### config.mk
export PLATFORM = sky130hd
export DESIGN_NAME = rtc_control_status
export DESIGN_NICKNAME = d
export VERILOG_FILES = /design/src/design/rtc_ctrl_pkg.sv /design/src/design/pin_sync3.sv /design/src/design/rtc_control_status.sv /design/src/design/rtc_prescaler.sv
export VERILOG_INCLUDE_DIRS = /design/src /design/src/design
export SDC_FILE = /design/constraint.sdc
export NUM_CORES = 1
export LEC_CHECK = 0
export ABC_AREA = 1
export BUFFER_PORTS_ARGS = -buffer_cell sky130_fd_sc_hd__buf_2
export CORE_MARGIN = 2
export CORE_UTILIZATION = 56
export CTS_CLUSTER_DIAMETER = 80
export DETAILED_ROUTE_END_ITERATION = 7
export PLACE_DENSITY = 0.94
export REMOVE_ABC_BUFFERS = 1
export SKIP_CTS_REPAIR_TIMING = 1
export SLEW_MARGIN = 10
export SYNTH_ARGS = -nofsm -noshare
export SYNTH_HDL_FRONTEND = slang
export SYNTH_HIERARCHICAL = 1
export SYNTH_SLANG_ARGS = --single-unit
### constraint.sdc
create_clock -name clk_i -period 4.2 [get_ports clk_i]
set_input_delay 0 -clock clk_i [delete_from_list [all_inputs] [get_ports clk_i]]
set_output_delay 0 -clock clk_i [all_outputs]
set_load 0.01 [all_outputs]
### src/design/rtc_ctrl_params.svh
`ifndef RTC_CTRL_PARAMS_SVH
`define RTC_CTRL_PARAMS_SVH

// ==================================================
// Register word indices (byte address is index * 4)
// ==================================================
`define RTC_ALARM_MATCH_IDX   8'hec
`define RTC_CONTROL_IDX       8'hed

// ==================================================
// Control register bit positions
// ==================================================
`define RTC_BIT_ALARM         7
`define RTC_BIT_INT_EN        6
`define RTC_BIT_BCD           5
`define RTC_BIT_SRC_SEL       4
`define RTC_BIT_MAINS_RATE    3
`define RTC_BIT_RSVD          2
`define RTC_BIT_SLEEP_CAUSE   1
`define RTC_BIT_UNLOCK        0

// ==================================================
// Reset values
// ==================================================
`define RTC_RST_INT_EN        1'b0
`define RTC_RST_UNLOCK        1'b0
`define RTC_RST_MATCH_EN      4'h0
`define RTC_RSVD_VALUE        1'b0

// ==================================================
// Time-base edges per one-second tick
// ==================================================
`define RTC_XTAL_HZ           16'd32768
`define RTC_MAINS_60_HZ       16'd60
`define RTC_MAINS_50_HZ       16'd50

`endif

### src/design/rtc_ctrl_pkg.sv
package rtc_ctrl_pkg;

   // ==================================================
   // Types
   // ==================================================
   // Time source choice
   typedef enum logic {
      SRC_XTAL = 1'b0,
      SRC_LINE = 1'b1
   } time_source_e;

   // Mains rate choice
   typedef enum logic {
      MAINS_60 = 1'b0,
      MAINS_50 = 1'b1
   } mains_rate_e;

   // Prescale count width
   typedef logic [15:0] prescale_t;

endpackage : rtc_ctrl_pkg

### src/design/pin_sync3.sv
`timescale 1ns/1ps

// ==================================================
// Three-stage pin synchroniser with agreement filter
// ==================================================
module pin_sync3 (
   input  wire logic clk_i,    // System clock
   input  wire logic rst_i,    // Sync reset, active high
   input  wire logic pin_i,    // Asynchronous pin
   output logic      rise_o    // One-cycle pulse per accepted rise
);

   logic stage1_reg;   // Metastability catcher, read by stage2 only
   logic stage2_reg;   // Second stage
   logic stage3_reg;   // Third stage
   logic level_reg;    // Accepted level

   // Shift chain
   always_ff @(posedge clk_i) begin
      if (rst_i) begin
         stage1_reg <= 1'b0;
         stage2_reg <= 1'b0;
         stage3_reg <= 1'b0;
      end else begin
         stage1_reg <= pin_i;
         stage2_reg <= stage1_reg;
         stage3_reg <= stage2_reg;
      end
   end

   // Level only moves when two late stages agree
   always_ff @(posedge clk_i) begin
      if (rst_i) begin
         level_reg <= 1'b0;
         rise_o    <= 1'b0;
      end else begin
         if (stage2_reg == stage3_reg) begin
            level_reg <= stage3_reg;
         end
         rise_o <= (stage2_reg == stage3_reg) & stage3_reg & ~level_reg;
      end
   end

endmodule : pin_sync3

### src/design/rtc_control_status.sv
// Chosen here: register access over Wishbone.
`timescale 1ns/1ps
`include "rtc_ctrl_params.svh"

module rtc_control_status #(
   parameter int ADR_W = 10   // Wishbone byte address width
) (
   // ==================================================
   // Clock and resets
   // ==================================================
   input  wire logic             clk_i,          // System clock, 20 MHz
   input  wire logic             rst_i,          // System reset, sync
   input  wire logic             por_i,          // Power-on reset, sync
   // ==================================================
   // Wishbone slave
   // ==================================================
   input  wire logic             wb_cyc_i,       // Bus cycle
   input  wire logic             wb_stb_i,       // Strobe
   input  wire logic             wb_we_i,        // Write enable
   input  wire logic [ADR_W-1:0] wb_adr_i,       // Byte address
   input  wire logic [3:0]       wb_sel_i,       // Byte lanes
   input  wire logic [31:0]      wb_dat_i,       // Write data
   output logic      [31:0]      wb_dat_o,       // Read data
   output logic                  wb_ack_o,       // Acknowledge
   // ==================================================
   // Time sources
   // ==================================================
   input  wire logic             xtal_clk_i,     // 32768 Hz crystal output
   input  wire logic             line_freq_i,    // Power-line input
   output logic                  osc_enable_o,   // Crystal oscillator on
   // ==================================================
   // Count and alarm side
   // ==================================================
   input  wire logic [3:0]       field_match_i,  // Per-field equality
   input  wire logic             wake_reset_i,   // Sleep recovery reset
   output logic                  count_tick_o,   // One-second increment
   output logic                  count_write_permit_o, // Count writes ok
   output logic                  bcd_mode_o,     // Decimal counting
   output logic      [3:0]       match_enable_o, // Alarm field enables
   output logic                  alarm_irq_o     // Alarm request
);

   // ==================================================
   // Register state
   // ==================================================
   logic       alarm_reg;        // Pending alarm flag
   logic       int_en_reg;       // Alarm interrupt enable
   logic       bcd_reg;          // Decimal count select
   logic       src_sel_reg;      // Time source select
   logic       mains_rate_reg;   // Mains rate select
   logic       sleep_cause_reg;  // Alarm caused the wake
   logic       unlock_reg;       // Count write permit
   logic       unlock_d_reg;     // Permit of last cycle
   logic [3:0] match_en_reg;     // Per-field alarm enables
   logic       tick_d_reg;       // Count increment landed

   // ==================================================
   // Bus decode
   // ==================================================
   logic       req;              // Live request, not yet answered
   logic       hit_ctrl;         // Control register selected
   logic       hit_match;        // Match control selected
   logic       wr_ctrl;          // Accepted control write
   logic       wr_match;         // Accepted match write
   logic       rd_ctrl;          // Accepted control read
   logic [7:0] ctrl_view;        // Control byte as read
   logic [7:0] wdat;             // Low write lane

   // A request is taken on the edge that raises ack
   assign req       = wb_cyc_i & wb_stb_i & ~wb_ack_o;
   assign hit_ctrl  = (wb_adr_i[ADR_W-1:2] == (ADR_W-2)'(`RTC_CONTROL_IDX))
                      & (wb_adr_i[1:0] == 2'h0);
   assign hit_match = (wb_adr_i[ADR_W-1:2] == (ADR_W-2)'(`RTC_ALARM_MATCH_IDX))
                      & (wb_adr_i[1:0] == 2'h0);
   // Only lane 0 carries the byte wide registers
   assign wr_ctrl   = req & wb_we_i & hit_ctrl & wb_sel_i[0];
   assign wr_match  = req & wb_we_i & hit_match & wb_sel_i[0];
   // Reads clear flags whatever the lanes, the access itself counts
   assign rd_ctrl   = req & ~wb_we_i & hit_ctrl;
   assign wdat      = wb_dat_i[7:0];

   // ==================================================
   // Time base
   // ==================================================
   logic                   xtal_rise;   // Accepted crystal edge
   logic                   line_rise;   // Accepted line edge
   logic                   step;        // Edge of chosen source
   logic                   sec_tick;    // One second elapsed
   rtc_ctrl_pkg::prescale_t divisor;    // Edges per second

   // Both pins are outside this clock domain
   pin_sync3 u_xtal_sync (
      .clk_i  (clk_i),
      .rst_i  (por_i),
      .pin_i  (xtal_clk_i),
      .rise_o (xtal_rise)
   );

   pin_sync3 u_line_sync (
      .clk_i  (clk_i),
      .rst_i  (por_i),
      .pin_i  (line_freq_i),
      .rise_o (line_rise)
   );

   // Pick edge stream and divisor from the source bits
   always_comb begin
      if (src_sel_reg == rtc_ctrl_pkg::SRC_LINE) begin
         step = line_rise;
         if (mains_rate_reg == rtc_ctrl_pkg::MAINS_50) begin
            divisor = `RTC_MAINS_50_HZ;
         end else begin
            divisor = `RTC_MAINS_60_HZ;
         end
      end else begin
         // Crystal edges ignored while the line is chosen
         step    = xtal_rise;
         divisor = `RTC_XTAL_HZ;
      end
   end

   // Any control write restarts the divide for alignment
   rtc_prescaler #(
      .W (16)
   ) u_prescaler (
      .clk_i     (clk_i),
      .rst_i     (por_i),
      .clear_i   (wr_ctrl),
      .step_i    (step),
      .divisor_i (divisor),
      .tick_o    (sec_tick)
   );

   // ==================================================
   // Alarm condition
   // ==================================================
   logic [3:0] field_ok;     // Field passes or is not watched
   logic       alarm_cond;   // Every watched field matches
   logic       eval_now;     // Moment to look at the condition

   // A field outside the enable mask never blocks the alarm
   genvar g;
   generate
      for (g = 0; g < 4; g++) begin : g_field
         assign field_ok[g] = ~match_en_reg[g] | field_match_i[g];
      end
   endgenerate

   // With no field enabled the alarm stays silent
   assign alarm_cond = (|match_en_reg) & (&field_ok);

   // Counts settle one cycle after the tick, so look then.
   // Locking also triggers a look, catching a fresh set time.
   assign eval_now = tick_d_reg | (unlock_d_reg & ~unlock_reg);

   // ==================================================
   // Alarm flag
   // ==================================================
   // Survives system reset; of the two resets only power-on clears it.
   // Set beats a clearing read in the same cycle.
   always_ff @(posedge clk_i) begin
      if (por_i) begin
         alarm_reg <= 1'b0;
      end else if (eval_now && alarm_cond) begin
         alarm_reg <= 1'b1;
      end else if (rd_ctrl) begin
         alarm_reg <= 1'b0;
      end
   end

   // ==================================================
   // Bits that system reset defines
   // ==================================================
   always_ff @(posedge clk_i) begin
      if (por_i || rst_i) begin
         int_en_reg <= `RTC_RST_INT_EN;
         unlock_reg <= `RTC_RST_UNLOCK;
      end else if (wr_ctrl) begin
         int_en_reg <= wdat[`RTC_BIT_INT_EN];
         unlock_reg <= wdat[`RTC_BIT_UNLOCK];
      end
   end

   // ==================================================
   // Bits that system reset leaves alone
   // ==================================================
   always_ff @(posedge clk_i) begin
      if (por_i) begin
         bcd_reg        <= 1'b0;
         src_sel_reg    <= rtc_ctrl_pkg::SRC_XTAL;
         mains_rate_reg <= rtc_ctrl_pkg::MAINS_60;
      end else if (wr_ctrl) begin
         // No rst_i term here on purpose
         bcd_reg        <= wdat[`RTC_BIT_BCD];
         src_sel_reg    <= wdat[`RTC_BIT_SRC_SEL];
         mains_rate_reg <= wdat[`RTC_BIT_MAINS_RATE];
      end
   end

   // ==================================================
   // Sleep recovery cause
   // ==================================================
   // Captured when the wake reset fires; rst_i does not touch
   // it, so software can read it once running again.
   always_ff @(posedge clk_i) begin
      if (por_i) begin
         sleep_cause_reg <= 1'b0;
      end else if (wake_reset_i) begin
         sleep_cause_reg <= alarm_reg;
      end else if (rd_ctrl) begin
         sleep_cause_reg <= 1'b0;
      end
   end

   // ==================================================
   // Alarm match enables
   // ==================================================
   always_ff @(posedge clk_i) begin
      if (por_i || rst_i) begin
         match_en_reg <= `RTC_RST_MATCH_EN;
      end else if (wr_match) begin
         match_en_reg <= wdat[3:0];
      end
   end

   // ==================================================
   // Event history
   // ==================================================
   always_ff @(posedge clk_i) begin
      if (por_i) begin
         unlock_d_reg <= `RTC_RST_UNLOCK;
         tick_d_reg   <= 1'b0;
      end else begin
         unlock_d_reg <= unlock_reg;
         tick_d_reg   <= count_tick_o;
      end
   end

   // ==================================================
   // Outputs toward count and alarm registers
   // ==================================================
   // Tick is swallowed while counts are open for writing
   always_ff @(posedge clk_i) begin
      if (por_i || rst_i) begin
         count_tick_o <= 1'b0;
      end else begin
         count_tick_o <= sec_tick & ~unlock_reg;
      end
   end

   // Mirrors of control bits, each its own flop
   always_ff @(posedge clk_i) begin
      if (por_i) begin
         osc_enable_o         <= 1'b1;
         count_write_permit_o <= `RTC_RST_UNLOCK;
         bcd_mode_o           <= 1'b0;
         match_enable_o       <= `RTC_RST_MATCH_EN;
      end else begin
         osc_enable_o         <= ~src_sel_reg;
         // Same permit gates century and alarm weekday writes
         count_write_permit_o <= unlock_reg;
         bcd_mode_o           <= bcd_reg;
         match_enable_o       <= match_en_reg;
      end
   end

   // Request withdrawn the cycle after a clearing read
   always_ff @(posedge clk_i) begin
      if (por_i || rst_i) begin
         alarm_irq_o <= 1'b0;
      end else begin
         alarm_irq_o <= alarm_reg & int_en_reg;
      end
   end

   // ==================================================
   // Read view
   // ==================================================
   // Alarm, reserved and cause bits take no write data
   always_comb begin
      ctrl_view                       = 8'h00;
      ctrl_view[`RTC_BIT_ALARM]       = alarm_reg;
      ctrl_view[`RTC_BIT_INT_EN]      = int_en_reg;
      ctrl_view[`RTC_BIT_BCD]         = bcd_reg;
      ctrl_view[`RTC_BIT_SRC_SEL]     = src_sel_reg;
      ctrl_view[`RTC_BIT_MAINS_RATE]  = mains_rate_reg;
      ctrl_view[`RTC_BIT_RSVD]        = `RTC_RSVD_VALUE;
      ctrl_view[`RTC_BIT_SLEEP_CAUSE] = sleep_cause_reg;
      ctrl_view[`RTC_BIT_UNLOCK]      = unlock_reg;
   end

   // ==================================================
   // Wishbone answer
   // ==================================================
   // One wait state: ack one edge after the request, then
   // low for a cycle even if the master keeps stb up.
   always_ff @(posedge clk_i) begin
      if (por_i || rst_i) begin
         wb_ack_o <= 1'b0;
      end else begin
         wb_ack_o <= req;
      end
   end

   // Data taken at the same edge; unmapped reads give zero
   always_ff @(posedge clk_i) begin
      if (por_i || rst_i) begin
         wb_dat_o <= 32'h0000_0000;
      end else if (req && !wb_we_i) begin
         if (hit_ctrl) begin
            wb_dat_o <= {24'h00_0000, ctrl_view};
         end else if (hit_match) begin
            wb_dat_o <= {28'h000_0000, match_en_reg};
         end else begin
            wb_dat_o <= 32'h0000_0000;
         end
      end else begin
         wb_dat_o <= 32'h0000_0000;
      end
   end

endmodule : rtc_control_status

### src/design/rtc_prescaler.sv
`timescale 1ns/1ps

// ==================================================
// Time-base prescale divider
// ==================================================
module rtc_prescaler #(
   parameter int W = 16    // Counter width
) (
   input  wire logic         clk_i,      // System clock
   input  wire logic         rst_i,      // Sync reset, active high
   input  wire logic         clear_i,    // Restart the divide
   input  wire logic         step_i,     // One source edge
   input  wire logic [W-1:0] divisor_i,  // Edges per tick
   output logic              tick_o      // One-cycle tick pulse
);

   logic [W-1:0] count_reg;  // Edges seen this second

   // Count edges, wrap at divisor
   always_ff @(posedge clk_i) begin
      if (rst_i || clear_i) begin
         count_reg <= '0;
         tick_o    <= 1'b0;
      end else if (step_i) begin
         if (count_reg >= divisor_i - W'(1)) begin
            count_reg <= '0;
            tick_o    <= 1'b1;
         end else begin
            count_reg <= count_reg + W'(1);
            tick_o    <= 1'b0;
         end
      end else begin
         tick_o <= 1'b0;
      end
   end

endmodule : rtc_prescaler

==> impl_metrics.json <==
{
  "total_power_w": 0.001233,
  "grt_overflow": 0,
  "cts_root_buf": "clkbuf_8",
  "syn_area_um2": 3267,
  "fin_ws_ns": 0.9430,
  "synth-main-ff-cell": "dfxtp_1",
  "place_hpwl_um": 5139,
  "synth_compound_area_share_pct": 4.021,
  "synth_top_family_by_area": "simple AND/OR/NAND/NOR gates",
  "diodes": 0,
  "period_share_pct": 77.55,
  "wl_um": 7669,
  "post-place-ws_ns": 1.073,
  "wire_per_inst_um": 12.21,
  "min_period_ns": 3.257,
  "rsz0062_at_grt": "no",
  "largest_reg_flops": 16,
  "synth_area_leader_cell": "dfxtp_1",
  "ant_nets": 0,
  "synth_edf_count": 0,
  "final_layout_size_suffix_gt1_share_pct": 16.37,
  "die_y_um": 80.38,
  "max_cap_viol_count": 0,
  "synth_fa_ha_area_share_pct": 7.660,
  "path_class": "flop to flop",
  "die-area_um2": 6461,
  "powerDensity_nw_per_um2": 317.0,
  "synthMuxAreaShare_pct": 0.3064,
  "nNetsFinal": 630,
  "p_leak_nw": 1.947,
  "start_util_pct": 58.61,
  "design.core.area_um2": 5574,
  "area_delta_synth_final_pct": 19.07,
  "track_usage_pct": 23.64,
  "crit_fanout": 16,
  "gp_congestion": 0.8831,
  "vdd.ir_drop.worst_mv": 0.2887,
  "cts_num_sinks": 57,
  "clockPowerShare_pct": 47.8,
  "internal_power_w": 0.0009312,
  "synthTopCellsByArea": "dfxtp_1 35%, nand2_1 10%, nor2_1 10%, inv_1 8.8%, ha_1 7.7%",
  "synth_top_area_share_pct": 34.93,
  "required_ns": 4.42,
  "netlist_instances": 458,
  "combPwrFrac_pct": 7.9,
  "ys_seq_area_share_pct": 34.93,
  "grt_max_degree": 22,
  "cts_buffers": 9,
  "dp_cells": 604,
  "htreeDepth": 3,
  "tritoncts": "done",
  "firstDrtPassIters": 5,
  "yosys_warnings": 6,
  "yosysUniqueCellTypes": 31,
  "avgSynthCellArea_um2": 7.133,
  "hold_violations": 0,
  "fp-row-count": 27,
  "die_x_um": 80.38,
  "finClkSkew_ns": 0.008843,
  "hold_class": "input port to flop",
  "synth-seq-cells": 57,
  "grt_pass1_wl_um": 11760,
  "fin_util_pct": 69.79,
  "clk_pin_slew_ns": 0.07,
  "synthSimpleGateAreaFrac_pct": 31.48,
  "tns_ns": 0,
  "seqPwrFrac_pct": 44.3,
  "async_flop_share_pct": 0,
  "drc": 0,
  "sw_frac_of_total_pct": 24.48,
  "setup_viol": 0,
  "clockBufferDepth": 2,
  "p_sw_w": 0.0003019,
  "insertion_delay_ns": 0.35,
  "synth_xor_xnor_area_share_pct": 5.630,
  "startpoint_type": "flop",
  "numPortBuffers": 48,
  "antenna_found_initial": 0,
  "synth.most_common_cell": "nand2_1",
  "status": "complete, no violations",
  "route.vias.total": 3044,
  "avgViaCountPerCell": 4.847,
  "slew_viol_final": 0,
  "max_freq_ghz": 0.3070,
  "arrival_ns": 3.48,
  "drt_iter0_markers": 138,
  "ys_top_cells_by_count": "91 x nand2_1, 87 x nor2_1, 77 x inv_1, 57 x dfxtp_1, 24 x buf_4",
  "boundaryPins": 101,
  "end_kind": "flop",
  "grt_pass1_vias": 2856,
  "fin_cells": 628
}
## power groups by stage
stage	combinational (W)	sequential, W	clock, W
floorplan	0.0000599	0.000558	0
global placement	0.0000829	0.000558	0
detailed placement	0.0000876	0.000558	0
CTS	0.0000884	0.000546	0.000594
global route	0.000112	0.000546	0.000624
finish	0.0000979	0.000546	0.000589
## critical path, cell delays in order (launching register included)
cell	delay, ns
dfxtp_1	0.42
inv_1	0.20
nor2_1	0.13
inv_1	0.13
nand2_1	0.08
nor2_1	0.09
nand2_1	0.09
nor2_1	0.35
nand2_1	0.13
o21ai_0	0.20
inv_1	0.07
ha_1	0.29
nand2_1	0.05
o21ai_0	0.18
a21oi_1	0.09
nand2_1	0.11
nand2_1	0.11
nand2_2	0.30
nor2_1	0.10
## routing by layer
layer  up-vias  part of all wire (%)  track usage, %
met3        22                   5.4           8.315
li1       1512                     -               -
met2       111                    54           44.00
met5         -                     0               0
met1      1399                    38           22.99
met4         0                   2.8           11.36
## per-stage QoR
step                      hold WS (ns)  cell area (µm²)
after CTS                      -0.1571             3810
after floorplan                0.06907             3252
after global routing           0.02035             3890
after global placement          0.2008             3582
final                         0.002694             3890
after detailed placement        0.2098             3582
## cell type report
cell class	count	area (µm²)
Clock inverter	6	90.09
Timing Repair Buffer	56	320.3
Sequential cell	57	1141
Inverter	81	304.0
Multi-Input combinational cell	346	1807
Fill cell	415	1684
Clock buffer	10	137.6
Tap cell	72	90.09
## cells in the final DEF (no fill, tap or decap), drive strengths merged, types with 2 or more instances in the layout
cell type,n
a21oi,9
nor3,8
o21bai,2
clkbuf,10
xnor2,9
inv,82
ha,20
xor2,12
nor2,97
nand2,95
clkinv,2
conb,54
dfxtp,57
nand4,16
buf,48
nand3,9
dlygate4sd3,8
o21ai,12
bufinv,2
## logic make-up (layout without fill, tap and decap cells)
| logic type | after synthesis | in the layout |
|---|---|---|
| flip-flops | 57 | 57 |
| adder cells (fa/ha/maj) | 20 | 20 |
| other | 1 | 54 |
| buffers and inverters | 108 | 153 |
| multiplexers | 1 | 1 |
| AO/OA/AOI/OAI | 24 | 24 |
| XOR/XNOR | 21 | 21 |
| AND/OR/NAND/NOR | 226 | 226 |
## path summary, 6_finish.rpt
check                              to              startpoint  slack, ns  cells after the start
max          u_prescaler/count_reg[1]             src_sel_reg       0.94                     18
max reg2reg  u_prescaler/count_reg[1]             src_sel_reg       0.94                     18
min                        int_en_reg             wb_dat_i[6]      0.003                      5
min reg2reg    u_xtal_sync/stage2_reg  u_xtal_sync/stage1_reg       0.41                      2
Note: power is estimated with default switching activity, not from simulation.
